===== config.mk =====
export PLATFORM = sky130hd
export DESIGN_NAME = host_bit_serial_controller
export DESIGN_NICKNAME = d
export VERILOG_FILES = /design/src/hdl/host_bit_serial_pkg.sv /design/src/hdl/host_bit_serial_controller.sv
export VERILOG_INCLUDE_DIRS = /design/src /design/src/hdl
export SDC_FILE = /design/constraint.sdc
export NUM_CORES = 1
export LEC_CHECK = 0
export BUFFER_PORTS_ARGS = -buffer_cell sky130_fd_sc_hd__buf_4
export CAP_MARGIN = 20
export CORE_MARGIN = 8
export CORE_UTILIZATION = 30
export CTS_BUF_LIST = sky130_fd_sc_hd__clkbuf_4
export CTS_CLUSTER_DIAMETER = 100
export CTS_CLUSTER_SIZE = 14
export DETAILED_ROUTE_END_ITERATION = 16
export PLACE_DENSITY = 0.55
export SLEW_MARGIN = 20
export SYNTH_ARGS = -nofsm -noshare
export SYNTH_HDL_FRONTEND = slang
export SYNTH_HIERARCHICAL = 1
export SYNTH_SLANG_ARGS = --single-unit

===== constraint.sdc =====
create_clock -name CLK_SYS -period 3.3 [get_ports CLK_SYS]
set_input_delay 0.825 -clock CLK_SYS [delete_from_list [all_inputs] [get_ports CLK_SYS]]
set_output_delay 0.825 -clock CLK_SYS [all_outputs]
set_load 0.02 [all_outputs]

===== src/hdl/host_bit_serial_regs.svh =====
/*
  Constants of the host bit-serial controller: port addresses, command codes,
  status bit positions and buffer depth.
  Assumes it is included by bare name by the controller and the testbench.
*/
`ifndef HOST_BIT_SERIAL_REGS_SVH
`define HOST_BIT_SERIAL_REGS_SVH
// ----------------------------------------------------------------------------
// Port addresses
// ----------------------------------------------------------------------------
`define ADDR_CMD_STATUS 8'h10
`define ADDR_RX_BYTE 8'h14
`define ADDR_TX_BYTE 8'h18
// ----------------------------------------------------------------------------
// Command fields and codes
// ----------------------------------------------------------------------------
`define CMD_TX_LSB 0
`define CMD_RX_LSB 3
`define TXC_DISABLE 3'h0
`define TXC_ENABLE 3'h1
`define TXC_RESET 3'h2
`define TXC_CLR_ERR 3'h4
`define TXC_LAST_BYTE 3'h5
`define RXC_DISABLE 3'h1
`define RXC_ENABLE 3'h2
`define RXC_RESET 3'h3
`define RXC_CLR_ERR 3'h4
`define RXC_PER_BYTE 3'h5
// ----------------------------------------------------------------------------
// Status bit positions and sizes
// ----------------------------------------------------------------------------
`define ST_RX_AVAIL 0
`define ST_RX_END 1
`define ST_RX_ERR 2
`define ST_GW_READY 3
`define ST_HOST_READY 4
`define ST_TX_EMPTY 5
`define ST_TX_END 6
`define ST_TX_ERR 7
`define RX_FIFO_DEPTH 8
`define STATUS_RESET 8'h62
`endif


===== src/hdl/host_bit_serial_pkg.sv =====
/*
  Types shared by the host bit-serial controller.
  Assumes the constants header sits beside it.
*/
package host_bit_serial_pkg;
  // --------------------------------------------------------------------------
  // Carriers and states
  // --------------------------------------------------------------------------
  // Host-side inputs, sampled together.
  typedef struct packed {
    logic data;
    logic strobe;
    logic last;
    logic tx_req;
    logic gw_loop;
    logic host_loop;
  } host_in_type;
  // Assembled receive byte with its end-of-message mark.
  typedef struct packed {
    logic last;
    logic [7:0] data;
  } rx_word_type;
  typedef enum logic {TX_OFF, TX_RUN} tx_state_type;
endpackage


===== src/hdl/host_bit_serial_controller.sv =====
/*
  Receive FIFO and the host bit-serial controller: CPU port access, receiver
  with padding, transmitter with last-bit marking, readiness and error status.
  Assumes a single 125 MHz clock and host signals slow against it.
*/
`timescale 1ns/1ns
`include "host_bit_serial_regs.svh"

// ----------------------------------------------------------------------------
// Word FIFO
// ----------------------------------------------------------------------------
module word_fifo #(
  parameter int WIDTH = 9,
  parameter int DEPTH = `RX_FIFO_DEPTH
) (
  input wire logic clk,
  input wire logic rst_n,
  input wire logic flush,
  input wire logic in_valid,
  input wire logic [WIDTH-1:0] in_data,
  output logic in_ready,
  output logic out_valid,
  output logic [WIDTH-1:0] out_data,
  input wire logic out_ready
);
  localparam int AW = $clog2(DEPTH);
  logic [WIDTH-1:0] mem [DEPTH];
  logic [AW-1:0] wp_r;
  logic [AW-1:0] rp_r;
  logic [AW:0] cnt_r;
  logic push;
  logic pop;

  // Depth is a power of two so pointers wrap by themselves.
  assign in_ready = cnt_r != (AW+1)'(DEPTH);
  assign out_valid = cnt_r != '0;
  assign out_data = mem[rp_r];
  assign push = in_valid && in_ready;
  assign pop = out_valid && out_ready;

  // Storage carries no reset; only the pointers define contents.
  always_ff @(posedge clk) begin
    if (push) begin
      mem[wp_r] <= in_data;
    end
  end

  // Pointers and fill count.
  always_ff @(posedge clk or negedge rst_n) begin
    if (!rst_n) begin
      wp_r <= '0;
      rp_r <= '0;
      cnt_r <= '0;
    end else if (flush) begin
      wp_r <= '0;
      rp_r <= '0;
      cnt_r <= '0;
    end else begin
      if (push) wp_r <= wp_r + 1'b1;
      if (pop) rp_r <= rp_r + 1'b1;
      if (push && !pop) cnt_r <= cnt_r + 1'b1;
      else if (pop && !push) cnt_r <= cnt_r - 1'b1;
    end
  end
endmodule

// ----------------------------------------------------------------------------
// Controller
// ----------------------------------------------------------------------------
module host_bit_serial_controller
  import host_bit_serial_pkg::*;
(
  input wire logic CLK_SYS,
  input wire logic RST_N,
  input wire logic [7:0] IO_ADDR,
  input wire logic IO_WR,
  input wire logic IO_RD,
  input wire logic [7:0] IO_WDATA,
  output logic [7:0] IO_RDATA,
  output logic RX_READY_N,
  output logic TX_READY_N,
  output logic RX_IRQ,
  output logic TX_IRQ,
  output logic ERR_IRQ,
  input wire logic HOST_DATA,
  input wire logic HOST_BIT_STROBE,
  input wire logic HOST_LAST_BIT,
  output logic RX_BIT_REQ,
  input wire logic HOST_TX_REQ,
  output logic TX_DATA,
  output logic TX_BIT_TOGGLE,
  output logic TX_LAST_BIT,
  input wire logic GW_READY_LOOP,
  input wire logic HOST_READY_LOOP
);
  host_in_type s1_r, s2_r, s3_r;
  rx_word_type asm_r, fifo_out;
  tx_state_type tx_state_r;
  logic [6:0] rx_sh_r;
  logic [2:0] rx_cnt_r;
  logic asm_valid_r, extra_r, rx_odd_r, rx_en_r, fifo_in_ready, fifo_out_valid;
  logic [7:0] rx_buf_r;
  logic rx_avail_r, rx_end_r, rx_off_r, rx_per_byte_r, rx_err_r, tx_err_r;
  logic [7:0] tx_buf_r, tx_sh_r;
  logic [3:0] tx_cnt_r;
  logic tx_full_r, tx_buf_last_r, tx_last_cmd_r, tx_final_r, tx_sh_last_r;
  logic tx_empty_r, tx_end_r;
  logic bit_edge, req_edge, loop_drop, cmd_wr, rd_rx, wr_tx, take, load;
  logic tx_move, tx_shift, tx_run;
  logic [2:0] txc, rxc;
  logic [7:0] status;

  // Left-justify a partial byte; the low cnt+1 bits hold the received bits.
  function automatic logic [7:0] pad_byte(input logic [7:0] bits, input logic [2:0] cnt);
    return 8'(bits << (3'd7 - cnt));
  endfunction

  // Host inputs cross in through two flops; the third only feeds edge detection.
  always_ff @(posedge CLK_SYS or negedge RST_N) begin
    if (!RST_N) begin
      s1_r <= '0;
      s2_r <= '0;
      s3_r <= '0;
    end else begin
      s1_r <= {HOST_DATA, HOST_BIT_STROBE, HOST_LAST_BIT, HOST_TX_REQ, GW_READY_LOOP, HOST_READY_LOOP};
      s2_r <= s1_r;
      s3_r <= s2_r;
    end
  end

  // Decode of port strobes and command fields.
  assign bit_edge = s2_r.strobe && !s3_r.strobe;
  assign req_edge = s2_r.tx_req && !s3_r.tx_req;
  assign loop_drop = (s3_r.gw_loop && !s2_r.gw_loop) || (s3_r.host_loop && !s2_r.host_loop);
  assign cmd_wr = IO_WR && IO_ADDR == `ADDR_CMD_STATUS;
  assign rd_rx = IO_RD && IO_ADDR == `ADDR_RX_BYTE;
  assign wr_tx = IO_WR && IO_ADDR == `ADDR_TX_BYTE;
  assign txc = cmd_wr ? IO_WDATA[`CMD_TX_LSB +: 3] : 3'h7;
  assign rxc = cmd_wr ? IO_WDATA[`CMD_RX_LSB +: 3] : 3'h0;
  assign take = bit_edge && rx_en_r && !asm_valid_r && !extra_r;
  assign load = fifo_out_valid && !rx_avail_r;
  assign tx_run = tx_state_r == TX_RUN;
  assign tx_move = tx_run && tx_full_r && tx_cnt_r == 4'h0;
  assign tx_shift = tx_run && req_edge && tx_cnt_r != 4'h0;
  assign status = {tx_err_r, tx_end_r, tx_empty_r, s2_r.host_loop, s2_r.gw_loop,
                   rx_err_r, rx_end_r, rx_avail_r};

  // Bit assembly. A byte waiting for FIFO space stops the bit request, which
  // is what keeps the host from ever overrunning the receiver.
  always_ff @(posedge CLK_SYS or negedge RST_N) begin
    if (!RST_N) begin
      rx_en_r <= 1'b0;
      rx_sh_r <= '0;
      rx_cnt_r <= '0;
      asm_r <= '0;
      asm_valid_r <= 1'b0;
      extra_r <= 1'b0;
      rx_odd_r <= 1'b0;
    end else if (rxc == `RXC_RESET) begin
      rx_en_r <= 1'b0;
      rx_sh_r <= '0;
      rx_cnt_r <= '0;
      asm_valid_r <= 1'b0;
      extra_r <= 1'b0;
      rx_odd_r <= 1'b0;
    end else begin
      if (rxc == `RXC_ENABLE) rx_en_r <= 1'b1;
      if (rxc == `RXC_DISABLE) rx_en_r <= 1'b0;
      if (asm_valid_r && fifo_in_ready) begin
        asm_valid_r <= 1'b0;
        rx_odd_r <= asm_r.last ? 1'b0 : ~rx_odd_r;
      end else if (extra_r && !asm_valid_r) begin
        asm_r <= '{last: 1'b1, data: 8'h00};
        asm_valid_r <= 1'b1;
        extra_r <= 1'b0;
      end
      if (take) begin
        if (s2_r.last) begin
          // Pad to a byte; an odd byte count gets one zero byte more.
          asm_r <= '{last: rx_odd_r, data: pad_byte({rx_sh_r, s2_r.data}, rx_cnt_r)};
          extra_r <= ~rx_odd_r;
          asm_valid_r <= 1'b1;
          rx_cnt_r <= '0;
          rx_en_r <= 1'b0;
        end else if (rx_cnt_r == 3'h7) begin
          asm_r <= '{last: 1'b0, data: {rx_sh_r, s2_r.data}};
          asm_valid_r <= 1'b1;
          rx_cnt_r <= '0;
        end else begin
          rx_sh_r <= {rx_sh_r[5:0], s2_r.data};
          rx_cnt_r <= rx_cnt_r + 3'h1;
        end
      end
    end
  end

  word_fifo #(.WIDTH(9), .DEPTH(`RX_FIFO_DEPTH)) u_rx_fifo (
    .clk(CLK_SYS),
    .rst_n(RST_N),
    .flush(rxc == `RXC_RESET),
    .in_valid(asm_valid_r),
    .in_data(asm_r),
    .in_ready(fifo_in_ready),
    .out_valid(fifo_out_valid),
    .out_data(fifo_out),
    .out_ready(!rx_avail_r)
  );

  // Receive buffer, its flags and the receive side outputs.
  always_ff @(posedge CLK_SYS or negedge RST_N) begin
    if (!RST_N) begin
      rx_buf_r <= '0;
      rx_avail_r <= 1'b0;
      rx_end_r <= 1'b1;
      rx_off_r <= 1'b1;
      rx_per_byte_r <= 1'b0;
      RX_IRQ <= 1'b0;
      RX_READY_N <= 1'b1;
      RX_BIT_REQ <= 1'b0;
    end else begin
      RX_IRQ <= 1'b0;
      if (rxc == `RXC_RESET) begin
        rx_avail_r <= 1'b0;
        rx_end_r <= 1'b1;
        rx_off_r <= 1'b1;
      end else begin
        if (rd_rx) rx_avail_r <= 1'b0;
        if (rxc == `RXC_DISABLE) begin
          rx_end_r <= 1'b1;
          rx_off_r <= 1'b1;
        end
        if (rxc == `RXC_ENABLE) begin
          rx_end_r <= 1'b0;
          rx_off_r <= 1'b0;
        end
        if (load) begin
          rx_buf_r <= fifo_out.data;
          rx_avail_r <= 1'b1;
          if (fifo_out.last) rx_end_r <= 1'b1;
          RX_IRQ <= rx_per_byte_r || fifo_out.last;
        end
      end
      if (rxc == `RXC_PER_BYTE) rx_per_byte_r <= 1'b1;
      RX_READY_N <= !(rx_avail_r && !rx_off_r);
      RX_BIT_REQ <= rx_en_r && !asm_valid_r && !extra_r && fifo_in_ready;
    end
  end

  // Transmitter: one buffer feeding a shift register, most significant bit first.
  always_ff @(posedge CLK_SYS or negedge RST_N) begin
    if (!RST_N) begin
      tx_state_r <= TX_OFF;
      tx_buf_r <= '0;
      tx_sh_r <= '0;
      tx_cnt_r <= '0;
      {tx_full_r, tx_buf_last_r, tx_last_cmd_r, tx_final_r, tx_sh_last_r} <= '0;
      tx_empty_r <= 1'b1;
      tx_end_r <= 1'b1;
      {TX_DATA, TX_BIT_TOGGLE, TX_LAST_BIT, TX_IRQ} <= '0;
      TX_READY_N <= 1'b1;
    end else begin
      TX_IRQ <= 1'b0;
      if (txc == `TXC_RESET) begin
        tx_state_r <= TX_OFF;
        tx_cnt_r <= '0;
        {tx_full_r, tx_buf_last_r, tx_last_cmd_r, tx_final_r, tx_sh_last_r} <= '0;
        tx_empty_r <= 1'b1;
        tx_end_r <= 1'b1;
      end else begin
        case (tx_state_r)
          TX_OFF: if (txc == `TXC_ENABLE) begin
            tx_state_r <= TX_RUN;
            tx_end_r <= 1'b0;
            tx_final_r <= 1'b0;
            TX_LAST_BIT <= 1'b0;
            TX_IRQ <= 1'b1;
          end
          TX_RUN: if (txc == `TXC_DISABLE) begin
            tx_state_r <= TX_OFF;
            tx_end_r <= 1'b1;
          end
          default: tx_state_r <= TX_OFF;
        endcase
        if (txc == `TXC_LAST_BYTE) tx_last_cmd_r <= 1'b1;
        if (tx_move) begin
          tx_sh_r <= tx_buf_r;
          tx_cnt_r <= 4'h8;
          tx_sh_last_r <= tx_buf_last_r;
          tx_full_r <= 1'b0;
          tx_empty_r <= 1'b1;
          TX_IRQ <= !tx_buf_last_r;
        end
        if (wr_tx) begin
          tx_buf_r <= IO_WDATA;
          tx_full_r <= 1'b1;
          tx_empty_r <= 1'b0;
          tx_buf_last_r <= tx_last_cmd_r;
          tx_final_r <= tx_last_cmd_r;
          tx_last_cmd_r <= 1'b0;
        end
        if (tx_shift) begin
          // Whole bytes only: the end falls on the eighth bit of the last byte.
          TX_DATA <= tx_sh_r[7];
          TX_BIT_TOGGLE <= ~TX_BIT_TOGGLE;
          TX_LAST_BIT <= tx_cnt_r == 4'h1 && tx_sh_last_r;
          tx_sh_r <= {tx_sh_r[6:0], 1'b0};
          tx_cnt_r <= tx_cnt_r - 4'h1;
          if (tx_cnt_r == 4'h1 && tx_sh_last_r) begin
            tx_state_r <= TX_OFF;
            tx_end_r <= 1'b1;
          end
        end
      end
      TX_READY_N <= !(tx_run && tx_empty_r && !tx_final_r && !tx_last_cmd_r);
    end
  end

  // Error flags: a loop break wins over a clear in the same cycle.
  always_ff @(posedge CLK_SYS or negedge RST_N) begin
    if (!RST_N) begin
      rx_err_r <= 1'b0;
      tx_err_r <= 1'b0;
      ERR_IRQ <= 1'b0;
    end else begin
      ERR_IRQ <= loop_drop;
      if (loop_drop) rx_err_r <= 1'b1;
      else if (rxc == `RXC_CLR_ERR || rxc == `RXC_RESET) rx_err_r <= 1'b0;
      if (loop_drop) tx_err_r <= 1'b1;
      else if (txc == `TXC_CLR_ERR || txc == `TXC_RESET) tx_err_r <= 1'b0;
    end
  end

  // Port reads; unmapped addresses return zero.
  always_ff @(posedge CLK_SYS or negedge RST_N) begin
    if (!RST_N) begin
      IO_RDATA <= '0;
    end else if (IO_RD) begin
      IO_RDATA <= IO_ADDR == `ADDR_CMD_STATUS ? status :
                  IO_ADDR == `ADDR_RX_BYTE ? rx_buf_r : 8'h00;
    end
  end

  // --------------------------------------------------------------------------
  // Assertions
  // --------------------------------------------------------------------------
  // A disable or reset in the load cycle legally keeps the ready line high, so those cycles are left out.
  property p_load_ready;
    @(posedge CLK_SYS) disable iff (!RST_N)
      load && !rx_off_r && !rd_rx && rxc != `RXC_DISABLE && rxc != `RXC_RESET |=> ##1 !RX_READY_N;
  endproperty
  a_load_ready: assert property (p_load_ready) else $error("receive ready not low after load");
  property p_read_clears;
    @(posedge CLK_SYS) disable iff (!RST_N) rd_rx && rx_avail_r |=> !rx_avail_r ##1 RX_READY_N;
  endproperty
  a_read_clears: assert property (p_read_clears) else $error("read did not clear available");
  property p_no_overrun;
    @(posedge CLK_SYS) disable iff (!RST_N) rx_avail_r && !rd_rx && rxc != `RXC_RESET |=> rx_buf_r == $past(rx_buf_r);
  endproperty
  a_no_overrun: assert property (p_no_overrun) else $error("unread byte overwritten");
  property p_end_holds;
    @(posedge CLK_SYS) disable iff (!RST_N) rx_end_r && rxc != `RXC_ENABLE |=> rx_end_r;
  endproperty
  a_end_holds: assert property (p_end_holds) else $error("receive end flag dropped");
  property p_req_low;
    @(posedge CLK_SYS) disable iff (!RST_N) !rx_en_r |=> !RX_BIT_REQ;
  endproperty
  a_req_low: assert property (p_req_low) else $error("bit request while disabled");
  property p_last_bit;
    @(posedge CLK_SYS) disable iff (!RST_N) $rose(TX_LAST_BIT) |-> $past(tx_cnt_r) == 4'h1 && $past(tx_sh_last_r);
  endproperty
  a_last_bit: assert property (p_last_bit) else $error("last bit flagged early");
  property p_tx_write;
    @(posedge CLK_SYS) disable iff (!RST_N) wr_tx && txc != `TXC_RESET |=> !tx_empty_r ##1 TX_READY_N;
  endproperty
  a_tx_write: assert property (p_tx_write) else $error("write did not fill buffer");
  property p_tx_disable;
    @(posedge CLK_SYS) disable iff (!RST_N) txc == `TXC_DISABLE |=> tx_end_r ##1 TX_READY_N;
  endproperty
  a_tx_disable: assert property (p_tx_disable) else $error("disable left transmitter active");
  property p_err_sticky;
    @(posedge CLK_SYS) disable iff (!RST_N) loop_drop |=> rx_err_r && tx_err_r;
  endproperty
  a_err_sticky: assert property (p_err_sticky) else $error("loop break did not set errors");
endmodule


==> results of run 1 <==
==> how the worst max path moves through the flow <==
stage / start / endpoint / slack, ns
global route: u_rx_fifo/cnt_r[1]$_DFFE_PN0P_ / u_rx_fifo/cnt_r[3]$_DFFE_PN0P_ / 0.51
floorplan: IO_ADDR[1] / u_rx_fifo/cnt_r[3]$_DFFE_PN0P_ / 0.30
finish: u_rx_fifo/cnt_r[1]$_DFFE_PN0P_ / u_rx_fifo/cnt_r[3]$_DFFE_PN0P_ / 0.72
detailed placement: IO_ADDR[1] / asm_r[3]$_DFFE_PN0N_ / 0.45
global placement: IO_ADDR[1] / asm_r[0]$_DFFE_PN0N_ / 0.51
CTS: u_rx_fifo/cnt_r[1]$_DFFE_PN0P_ / u_rx_fifo/cnt_r[3]$_DFFE_PN0P_ / 0.71
==> metrics by stage <==
step | utilization, % | instances
5_1_grt | 34.0 | 978
6_report | 34.0 | 978
3_5_place_dp | 32.9 | 944
2_1_floorplan | - | 579
4_1_cts | 33.9 | 976
3_3_place_gp | 32.9 | 944
==> cells by family (layout without fill, tap and decap cells) <==
family / after synthesis / in the layout / synth area share [%]
simple gates: 155 / 155 / 10.0
compound gates: 102 / 102 / 9.01
other cells: 0 / 2 / 0
xor+xnor: 9 / 9 / 1.01
flops: 180 / 180 / 62.7
buf+inv: 52 / 114 / 3.12
mux: 71 / 71 / 12.5
fa+ha+maj: 10 / 10 / 1.71
==> synthesized netlist by cell type (4+ instances only) <==
library cell                number
sky130_fd_sc_hd__a31oi_1         6
sky130_fd_sc_hd__mux4_2         18
sky130_fd_sc_hd__xor2_1          5
sky130_fd_sc_hd__and3_1          7
sky130_fd_sc_hd__a211oi_1        4
sky130_fd_sc_hd__nor2_1         53
sky130_fd_sc_hd__nor3_1         14
sky130_fd_sc_hd__dfstp_2         6
sky130_fd_sc_hd__dfrtp_1       102
sky130_fd_sc_hd__a21oi_1        24
sky130_fd_sc_hd__o31ai_1         5
sky130_fd_sc_hd__mux2i_1        27
sky130_fd_sc_hd__nand2b_1        9
sky130_fd_sc_hd__a2bb2oi_1       6
sky130_fd_sc_hd__buf_2           5
sky130_fd_sc_hd__buf_6           4
sky130_fd_sc_hd__xnor2_1         4
sky130_fd_sc_hd__nand3_1         9
sky130_fd_sc_hd__o21ai_0        10
sky130_fd_sc_hd__nor2b_1         4
sky130_fd_sc_hd__inv_1          24
sky130_fd_sc_hd__clkbuf_1       12
sky130_fd_sc_hd__o22ai_1        18
sky130_fd_sc_hd__nand2_1        32
sky130_fd_sc_hd__a21o_1          5
sky130_fd_sc_hd__edfxtp_1       72
sky130_fd_sc_hd__o211ai_1        4
sky130_fd_sc_hd__mux2_2         26
sky130_fd_sc_hd__ha_1            9
sky130_fd_sc_hd__nor3b_1         4
==> where the power goes <==
part	switching [W]	total, W	internal (W)
clock network	0.000765	0.00115	0.000382
registers	0.000248	0.00280	0.00255
logic	0.000457	0.000915	0.000458
total	0.00147	0.00486	0.00339
==> per-layer routing <==
layer,routed length [um],up-vias,track usage [%]
met5,0,-,0
met4,249,0,3.89
met3,732,16,2.60
met2,7920,86,17.8
met1,7630,2442,14.2
li1,-,2252,-
==> sequential cells by signal (all words and copies together) (netlist names), 6 cells and up <==
signal         count
rx_buf_r           8
IO_RDATA           8
rx_sh_r            7
s2_r               6
tx_sh_r            8
tx_buf_r           8
s1_r               6
u_rx_fifo/mem     72
asm_r              9
==> cell type report <==
type / instances / area [um2]
diodes: 2 / 5.00
clock buffers: 17 / 128
clock inverters: 15 / 130
fillers: 2501 / 17000
inverters: 25 / 93.8
multi-input cells: 347 / 2660
flip-flops and latches: 180 / 4870
well taps: 335 / 419
repair buffers: 57 / 440
==> summary by stage, run 1 <==
Floorplanning
The total number of placement rows is 59. During I/O placement, the number of pins put on the boundary was 43. The die extent in y is 177 um. The total area inside the core boundary comes to 0.0258 mm2. The width of the die is 177 um. The die covers 0.0313 mm2. The starting utilization of the core area is 30.2%.

Timing
Based on the critical path, the design can be clocked at up to 387 MHz. On the final layout, the worst clock skew is 0.0241 ns. Hold is met by 0.211 ns. The worst path meets setup with 0.717 ns of slack. The final number of hold-violating endpoints is 0. The post-route setup TNS is 0 ns. The post-route minimum period is 2.58 ns. Of the available clock period, the critical path in the final layout requires 78.3%.

The headroom to the max-slew limit is 36.3%. The slew at the pin closest to its max-slew limit is 0.955 ns. Setup violations remaining at the end of the flow were counted as 0. Setup repair after global routing left no endpoint under its margin. The number of pins exceeding their max-slew limit in the final report is 0.

Yosys
For this run, the leading register cell type out of synthesis is sky130_fd_sc_hd__dfrtp_1. The flip-flop and latch count after synthesis is 180. Sequential cells were found to cover 62.7% of the synthesized design area. In this run the mean area of a mapped cell was 13.4 um2. In this run, synthesis inferred 72 flip-flops with an integrated enable.

sky130_fd_sc_hd__dfrtp_1 takes more of the synthesized area than any other cell. Counting every net in the synthesized netlist gives 615. For this run, the number of Yosys warnings is 6. Synthesis produced 579 cells.

In the post-synthesis netlist, the biggest area contributors are sky130_fd_sc_hd__dfrtp_1, sky130_fd_sc_hd__edfxtp_1, sky130_fd_sc_hd__mux4_2. The area share of the largest cell type after synthesis is 32.8%. The number of different library cells used by synthesis comes to 63. After synthesis the cells add up to 0.00778 mm2. In the synthesized netlist the async set-or-reset flop fraction comes to 60.0%.

Worst hold path
The worst hold path class is primary input to async pin.

Detailed routing
The length of the first detailed-routing pass in iterations is 4. The detailed-route via count is 4796. Dividing the detail-routed via count by the number of cells gives 4.90. The count of nets left with antenna violations once routing finished came out at 0. For this block, the initial DRC count from the detailed router was 327.

The routed length per placed instance is 16.9 um. The final routed wirelength across all metal layers is 16.5 mm. In the routed design, unresolved DRC markers number 0.

Critical path
The delay of the slowest cell on the worst path is 0.62 ns. The critical path contains buffers and inverters numbering 0 combined. The maximum fanout count along the critical path is 8.

The highest-delay cell along the critical path is sky130_fd_sc_hd__o41ai_1. The number of logic stages on the critical path including buffering is 7. The reg-to-reg critical path startpoint is u_rx_fifo/cnt_r[1]$_DFFE_PN0P_.

At the worst endpoint, the required time is 3.72 ns. The setup slack of the most critical reg-to-reg path is 0.72 ns. Grouping stages by cell kind, the critical path spends the most delay in compound AO/OA/AOI/OAI gates. The worst setup path is launched from a register. The critical path arrival is 3.01 ns. The capture instance of the worst register-to-register path is u_rx_fifo/cnt_r[3]$_DFFE_PN0P_. The path type of the worst setup path is register to register. Counting cells, the worst reg-to-reg path comes to 7. STA classifies the critical path endpoint as a register.

In this design, the critical path's most frequently occurring cell is sky130_fd_sc_hd__o211ai_1. The signal on the critical path passes through o41ai_1, nand3_1, ha_1, and3_1, o211ai_1, mux2i_1, o211ai_1.

Clock network
After clock tree synthesis, the flow added hold-fix buffers numbering 0. The number of clock buffers inserted by TritonCTS is 17. The CTS sink count is 180. The source-to-sink clock delay at the later pin of the worst-skew pair is 0.55 ns. The number of buffers inserted by post-CTS setup repair is 0. The cell at the root of the clock tree is sky130_fd_sc_hd__clkbuf_4. In this run the number of H-tree levels came out at 4. TritonCTS built the clock tree. The number of gates resized after cts is 0.

The longest clock path from root to sink contains 2 buffers. The clock edge transition at the registers on the reported setup and hold paths is 0.16 ns.

Global routing
The number of global-route vias before repair is 5037. The global-route usage over all layers is 11.0%. Global routing finished with a remaining overflow of 0. The maximum number of pins on one net before global-route repair is 71.

The first global-routing pass estimated 27.2 mm of wire. The initial antenna violation count was 1.

Cells and area
Leaving out fill and tap cells, the most frequent cells in the layout are sky130_fd_sc_hd__dfrtp_1, sky130_fd_sc_hd__edfxtp_1, sky130_fd_sc_hd__buf_4. The final design instance area without fill is 0.00875 mm2. Compared with the post-synthesis result, the final layout area differs by 12.5%. Leaving out fill and tap cells, the most frequent cell in the layout is sky130_fd_sc_hd__dfrtp_1.

The share of post-route cells with drive strength above 1 is 23.2%. The final net count is 664.

Pwr
Dividing total power by cell area gives a power density of 556 mW/mm2. The analysis attributes to cell leakage a power of 3.55 nW. Across the VDD grid, the largest voltage drop is 0.000229 V. The total power after layout is 0.00486 W.

Placed design
After legalization and detailed placement, the total HPWL measured 11.3 mm. Before CTS, the worst setup slack after placement is 0.451 ns. The placer congestion estimate is 0.778. The placement-stage cell area is 0.00849 mm2. The total of buffers placed on input and output ports is 42.

Flow run
The tool flagged a number of max-cap violations equal to 0.

Run status
The flow ran to the end, and the final reports show no timing, DRC or antenna violations.
Note: power is estimated with default switching activity, not from simulation.
==> run 2: changes to the inputs <==
Clock period 3.3 ns to 2.5 ns, I/O delays scaled along.
==> run 2 against run 1 <==
Sequential power up 31%. Clock skew grew 0.0038 ns. Hold slack got worse by 0.13 ns. Non-clock buffer count up 14. Setup slack worse by 0.56 ns. Clock-buffer cell count unchanged. Sequential cell count unchanged. Final area up 1.6%. Largest power group unchanged. Routed wire length shrank 3.9%. Clock power is 36% higher. Register-to-register slack got worse by 0.56 ns. Maximum frequency up 10%.
==> summary by stage, run 2 (synthesis results as in run 1) <==
Run status
Run status: complete, no violations (unchanged).

Timing
The worst clock skew on the final layout is 0.0280 ns (was 0.0241 ns). The share of the cycle needed by the critical path after routing is 93.7% (was 78.3%). The slew at the pin closest to its max-slew limit is 0.677 ns (was 0.955 ns). The post-route minimum period is 2.34 ns (was 2.58 ns). The post-route setup TNS came to 0 ns (unchanged). The total of endpoints with negative setup slack in the final report is 0 (unchanged). The highest attainable clock frequency was 427 MHz (was 387 MHz). The number of pins exceeding their max-slew limit in the final report was 0 (unchanged). Setup repair after global routing missed its margin: no (unchanged). The headroom to the max-slew limit is 54.5% (was 36.3%). The final number of hold-violating endpoints was 0 (unchanged).

Cells and area
The final net count is 678 (was 664). The final design instance area without fill is 0.00889 mm2 (was 0.00875 mm2). The largest register by flop count is u_rx_fifo/mem (unchanged). The number of flip-flops in the largest register is 72 (unchanged). Most frequent cells in the layout: sky130_fd_sc_hd__dfrtp_1, sky130_fd_sc_hd__edfxtp_1, sky130_fd_sc_hd__buf_4 (unchanged).

The area added between synthesis and finish was 14.4% (was 12.5%). The most common library cell in the layout ignoring fill and taps is sky130_fd_sc_hd__dfrtp_1 (unchanged). The count of fill cells added during filler insertion is 2506 (was 2501). The share of post-route cells with drive strength above 1 is 25.6% (was 23.2%). Largest registers: u_rx_fifo/mem: 72 flops, asm_r: 9 flops (unchanged).

Pwr
The cell leakage power is 3.63 nW (was 3.55 nW). The peak ir drop on the vdd network is 0.000333 V (was 0.000229 V). The power density of the placed cells is 729 mW/mm2 (was 556 mW/mm2).

Floorplanning
The standard cell core area was 0.0258 mm2 (unchanged). The width of the die is 177 um (unchanged). The total number of placement rows is 59 (unchanged). The number of top-level pins came to 43 (unchanged). The floorplan die area was 0.0313 mm2 (unchanged). The die extent in y is 177 um (unchanged). The starting utilization of the core area was 30.2% (unchanged).

Clock network
The cell at the root of the clock tree is sky130_fd_sc_hd__clkbuf_4 (unchanged). The number of clock buffers inserted by TritonCTS came to 17 (unchanged). The deepest clock path buffer count is 2 (unchanged). The number of levels the H-tree was split into is 4 (unchanged).

The CTS sink count is 180 (unchanged). The hold buffer count at CTS is 0 (unchanged). The source-to-sink clock delay at the later pin of the worst-skew pair is 0.58 ns (was 0.55 ns).

The clock edge transition at the registers on the reported setup and hold paths is 0.18 ns (was 0.16 ns). The TritonCTS clock tree is done (unchanged).

Detailed routing
The total met2 wirelength after detailed routing came to 7.75 mm (was 7.92 mm). The via density per instance was 4.82 (was 4.90). The routed length per placed instance was 16.0 um (was 16.9 um). The post-route met1 wirelength is 7.27 mm (was 7.63 mm). The number of violations reported at the end of detailed-routing iteration 0 was 328 (was 327). The DRC violation count after routing is 0 (unchanged). The length of the first detailed-routing pass in iterations is 4 (unchanged). The final routed wirelength across all metal layers is 15.9 mm (was 16.5 mm). The uppermost layer routed is met4 (unchanged).

The number of nets still failing antenna checks after routing is 0 (unchanged). The met3 wire length was 710 um (was 732 um). The detailed-route via count was 4777 (was 4796).

Flow run
The max-cap check violation count was 0 (unchanged).

Worst hold path
The worst hold path class is primary input to async pin (unchanged).

Critical path
The start point of the critical path is u_rx_fifo/cnt_r[3]$_DFFE_PN0P_ (was u_rx_fifo/cnt_r[1]$_DFFE_PN0P_). The nature of the critical path startpoint is a register (unchanged). The type of element capturing the critical path is a register (unchanged). The path type of the worst setup path is register to register (unchanged). The required time reported for the critical path endpoint came to 2.96 ns (was 3.72 ns). The critical path arrival was 2.80 ns (was 3.01 ns). The reg-to-reg critical path startpoint is u_rx_fifo/cnt_r[3]$_DFFE_PN0P_ (was u_rx_fifo/cnt_r[1]$_DFFE_PN0P_).

The maximum fanout count along the critical path is 9 (was 8).

Placed design
The half-perimeter wire length after detailed placement is 11.0 mm (was 11.3 mm). The total of buffers placed on input and output ports is 42 (unchanged). The placer congestion estimate came to 0.764 (was 0.778). The placement-stage cell area came to 0.00860 mm2 (was 0.00849 mm2).

Global routing
The maximum number of pins on one net before global-route repair is 109 (was 71). The number of global-route vias before repair is 4941 (was 5037). The initial antenna violation count is 1 (unchanged). The first-pass GRT wire length is 26.0 mm (was 27.2 mm). The global-route usage over all layers is 10.5% (was 11.0%). The global-route congestion overflow total was 0 (unchanged).
-- run 2: changes by cell type in the layout (fill, tap and decap cells not counted), moves of 2 or more --
cell | previous run | this run
sky130_fd_sc_hd__buf_4 | 56 | 70
sky130_fd_sc_hd__inv_6 | 3 | 5
sky130_fd_sc_hd__inv_4 | 2 | 0
sky130_fd_sc_hd__inv_8 | 1 | 5
-- run 2: per-layer routing --
| layer | GRT usage [%] | vias to the layer above |
|---|---|---|
| met5 | 0 | - |
| met4 | 2.77 | 0 |
| met3 | 3.01 | 12 |
| met2 | 17.3 | 75 |
| met1 | 13.4 | 2408 |
| li1 | - | 2282 |
-- run 2: worst max-delay path, cell delays in order, from the launching register on --
cell                       delay, ns
sky130_fd_sc_hd__dfrtp_1        0.56
sky130_fd_sc_hd__or4b_4         0.51
sky130_fd_sc_hd__nand3_1        0.15
sky130_fd_sc_hd__ha_1           0.28
sky130_fd_sc_hd__and3_1         0.19
sky130_fd_sc_hd__o211ai_1       0.23
sky130_fd_sc_hd__mux2i_1        0.22
sky130_fd_sc_hd__o211ai_1       0.10
-- run 2: final cells by class --
cell class,count,area (um2),share of cell area (%)
tap,335,419,4.71
sequential,180,4870,54.8
timing repair buffer,71,546,6.13
inverter,25,93.8,1.06
multi-input combinational,347,2690,30.2
antenna,2,5.00,0.0563
clock buffer,17,128,1.44
clock inverter,15,139,1.56
-- run 2: metrics by stage --
| stage | instances | total power (W) | hold WS [ns] | util [%] | setup WS, ns |
|---|---|---|---|---|---|
| after floorplan | 579 | 0.00462 | 0.329 | - | 0.0221 |
| after global placement | 958 | 0.00491 | 0.334 | 33.4 | 0.00576 |
| after detailed placement | 958 | 0.00498 | 0.335 | 33.4 | -0.0244 |
| after CTS | 990 | 0.00655 | 0.0726 | 34.4 | 0.0658 |
| after global routing | 992 | 0.00687 | 0.0544 | 34.5 | 0.00841 |
| final | 992 | 0.00648 | 0.0809 | 34.5 | 0.158 |
-- run 2: final timing paths --
| path | slack [ns] | to | depth (start not counted) |
|---|---|---|---|
| max | 0.16 | u_rx_fifo/cnt_r[3]$_DFFE_PN0P_ | 7 |
| min | 0.08 | tx_cnt_r[2]$_DFFE_PN0P_ | 2 |
| max reg2reg | 0.16 | u_rx_fifo/cnt_r[3]$_DFFE_PN0P_ | 7 |
| min reg2reg | 0.37 | s2_r[4]$_DFF_PN0_ | 0 |
| max in group asynchronous | 1.95 | u_rx_fifo/cnt_r[1]$_DFFE_PN0P_ | 2 |
| min in group CLK_SYS | 0.13 | s1_r[2]$_DFF_PN0_ | 1 |
-- run 2: power breakdown --
group / switching (W) / leakage, nW / internal (W)
registers: 0.000292 / 1.93 / 0.00337
clock network: 0.00111 / 0.149 / 0.000447
logic: 0.000635 / 1.55 / 0.000626
-- run 2: repair_timing --
item / 4_1_cts / 5_1_grt
resized for setup: 0 / 3
setup buffers: 0 / 0
endpoints found under the hold margin: 0 / 0
endpoints found under the setup margin: 0 / 1
==> run 3: changes to the inputs <==
Settings changed: RECOVER_POWER set to 50.
==> run 3 against run 2 <==
Non-clock buffer count unchanged. Routed wire length hardly changed. Final area decreased by 0.14%. Critical path depth unchanged. Power hardly changed.
==> summary by stage, run 3 (synthesis results as in run 1) <==
Pwr
The peak ir drop on the vdd network is 0.000333 V (about the same). The fraction of power consumed by the clock network was 24.0% (about the same). The sequential share of power came to 56.5% (about the same).

The design internal power is 0.00444 W (about the same). The cell leakage power is 3.63 nW (about the same). The power density of the placed cells is 729 mW/mm2 (about the same).

The combinational cell fraction of total power is 19.4% (about the same). The total power after layout is 0.00648 W (about the same). The fraction of power spent switching nets is 31.4% (about the same).

The net switching power was 0.00204 W (about the same).

Cells and area
The number of flip-flops in the largest register is 72 (unchanged). Most frequent cells in the layout: sky130_fd_sc_hd__dfrtp_1, sky130_fd_sc_hd__edfxtp_1, sky130_fd_sc_hd__buf_4 (unchanged). The final net count is 678 (unchanged). Largest registers: u_rx_fifo/mem: 72 flops, asm_r: 9 flops (unchanged). The largest register by flop count is u_rx_fifo/mem (unchanged).

The most common library cell in the layout ignoring fill and taps is sky130_fd_sc_hd__dfrtp_1 (unchanged). The area added between synthesis and finish is 14.2% (was 14.4%). The share of post-route cells with drive strength above 1 was 25.3% (was 25.6%).

Detailed routing
The routed length per placed instance was 16.0 um (about the same). The number of nets still failing antenna checks after routing is 0 (unchanged). The final routed wirelength across all metal layers came to 15.9 mm (about the same). The number of violations reported at the end of detailed-routing iteration 0 is 330 (was 328).

The DRC violation count after routing came to 0 (unchanged). The via density per instance is 4.82 (about the same). The length of the first detailed-routing pass in iterations came to 4 (unchanged). The detailed-route via count came to 4783 (was 4777).

Clock network
The clock edge transition at the registers on the reported setup and hold paths is 0.18 ns (about the same). The number of levels the H-tree was split into came to 4 (unchanged). The TritonCTS clock tree was done (unchanged).

The number of gates resized after cts is 0 (unchanged). The deepest clock path buffer count came to 2 (unchanged). The number of buffers inserted by post-CTS setup repair is 0 (unchanged). The CTS sink count is 180 (unchanged). The number of clock buffers inserted by TritonCTS is 17 (unchanged).

The cell at the root of the clock tree is sky130_fd_sc_hd__clkbuf_4 (unchanged). The hold buffer count at CTS is 0 (unchanged). The source-to-sink clock delay at the later pin of the worst-skew pair is 0.58 ns (about the same).

Placed design
The placer congestion estimate came to 0.764 (unchanged). The setup slack after placement is -0.0244 ns (unchanged). The total of buffers placed on input and output ports is 42 (unchanged). The half-perimeter wire length after detailed placement is 11.0 mm (unchanged).

Timing
The highest attainable clock frequency is 427 MHz (unchanged). The total of endpoints with negative setup slack in the final report is 0 (unchanged). The final number of hold-violating endpoints is 0 (unchanged). Setup repair after global routing missed its margin: no (unchanged). The slew at the pin closest to its max-slew limit is 1.46 ns (was 0.677 ns).

The worst clock skew on the final layout is 0.0279 ns (was 0.0280 ns). The post-route minimum period is 2.34 ns (about the same). The headroom to the max-slew limit is 2.74% (was 54.5%). The worst setup margin is 0.158 ns (about the same). The number of pins exceeding their max-slew limit in the final report is 0 (unchanged). The share of the cycle needed by the critical path after routing was 93.7% (about the same).

Critical path
The start point of the critical path is u_rx_fifo/cnt_r[3]$_DFFE_PN0P_ (unchanged). The type of element capturing the critical path was a register (unchanged). The delay of the slowest cell on the worst path is 0.56 ns (about the same). The cell repeated most along the worst path was sky130_fd_sc_hd__o211ai_1 (unchanged). The nature of the critical path startpoint is a register (unchanged). The required time reported for the critical path endpoint is 2.96 ns (about the same). The critical path arrival came to 2.80 ns (about the same).

The path type of the worst setup path is register to register (unchanged). The maximum fanout count along the critical path is 9 (unchanged). The reg-to-reg critical path startpoint is u_rx_fifo/cnt_r[3]$_DFFE_PN0P_ (unchanged).

Critical Path, Cell by Cell: or4b_4, nand3_1, ha_1, and3_1, o211ai_1, mux2i_1, o211ai_1 (unchanged). The highest-delay cell along the critical path is sky130_fd_sc_hd__dfrtp_1 (unchanged).

Worst hold path
The startpoint of the tightest hold check path is HOST_TX_REQ. The worst hold path class is primary input to register (was primary input to async pin).

Global routing
The initial antenna violation count is 1 (unchanged). The global-route usage over all layers is 10.5% (unchanged). The number of global-route vias before repair came to 4941 (unchanged). The maximum number of pins on one net before global-route repair is 109 (unchanged). The global-route congestion overflow total came to 0 (unchanged). The first-pass GRT wire length is 26.0 mm (unchanged).

Floorplanning
The number of top-level pins came to 43 (unchanged). The floorplan die area is 0.0313 mm2 (unchanged). The die extent in y came to 177 um (unchanged). The total number of placement rows is 59 (unchanged). The standard cell core area is 0.0258 mm2 (unchanged).

The starting utilization of the core area is 30.2% (unchanged). The width of the die is 177 um (unchanged).

Run status
Run status: complete, no violations (unchanged).

Flow run
The max-cap check violation count is 0 (unchanged).
[run 3: changes by cell type in the layout (fill, tap and decap cells not counted), sizes merged]
| cell | previous run | this run |
|---|---|---|
| clkbuf | 17 | 25 |
| buf | 71 | 63 |
[run 3: path summary, 6_finish.rpt]
| path | to | slack (ns) | cells past startpoint |
|---|---|---|---|
| max in group asynchronous | u_rx_fifo/cnt_r[1]$_DFFE_PN0P_ | 0.99 | 2 |
| max | u_rx_fifo/cnt_r[3]$_DFFE_PN0P_ | 0.16 | 7 |
| min in group asynchronous | tx_cnt_r[2]$_DFFE_PN0P_ | 0.50 | 2 |
| min reg2reg | s2_r[4]$_DFF_PN0_ | 0.37 | 0 |
| min | s1_r[2]$_DFF_PN0_ | 0.15 | 1 |
| max reg2reg | u_rx_fifo/cnt_r[3]$_DFFE_PN0P_ | 0.16 | 7 |
[run 3: final cells by class]
cell class	instances	area [um2]
Sequential cell	180	4870
Tap cell	335	419
Inverter	25	93.8
Clock inverter	15	139
Clock buffer	17	128
Antenna cell	2	5.00
Fill cell	2508	16900
Multi-Input combinational cell	347	2690
Timing Repair Buffer	71	533
[run 3: power groups by stage]
stage               Combinational, W  Clock (W)  Sequential (W)
floorplan                    0.00102          0         0.00360
global placement             0.00123          0         0.00368
detailed placement           0.00127          0         0.00371
CTS                          0.00128    0.00162         0.00365
global route                 0.00141    0.00174         0.00372
finish                       0.00126    0.00156         0.00366
[run 3: routing by layer]
layer | track usage, % | vias up | routed length (um)
li1 | - | 2282 | -
met1 | 13.4 | 2407 | 7280
met2 | 17.3 | 82 | 7740
met3 | 3.01 | 12 | 715
met4 | 2.77 | 0 | 150
met5 | 0 | - | 0
[run 3: per-stage QoR]
stage          cells  setup TNS [ns]  hold WS [ns]  instance area, um2  util (%)
3_5_place_dp     958         -0.0244         0.335                8600      33.4
5_1_grt          992               0        0.0777                8880      34.5
3_3_place_gp     958               0         0.334                8600      33.4
4_1_cts          990               0        0.0726                8870      34.4
2_1_floorplan    579               0         0.329                7790         -
6_report         992               0         0.152                8880      34.5
[run 3: critical path, delay by kind of cell (launching register included)]
| kind | cells | cell delay, ns |
|---|---|---|
| compound gates | 2 | 0.33 |
| flops | 1 | 0.56 |
| simple gates | 3 | 0.85 |
| mux | 1 | 0.22 |
| fa+ha+maj | 1 | 0.28 |
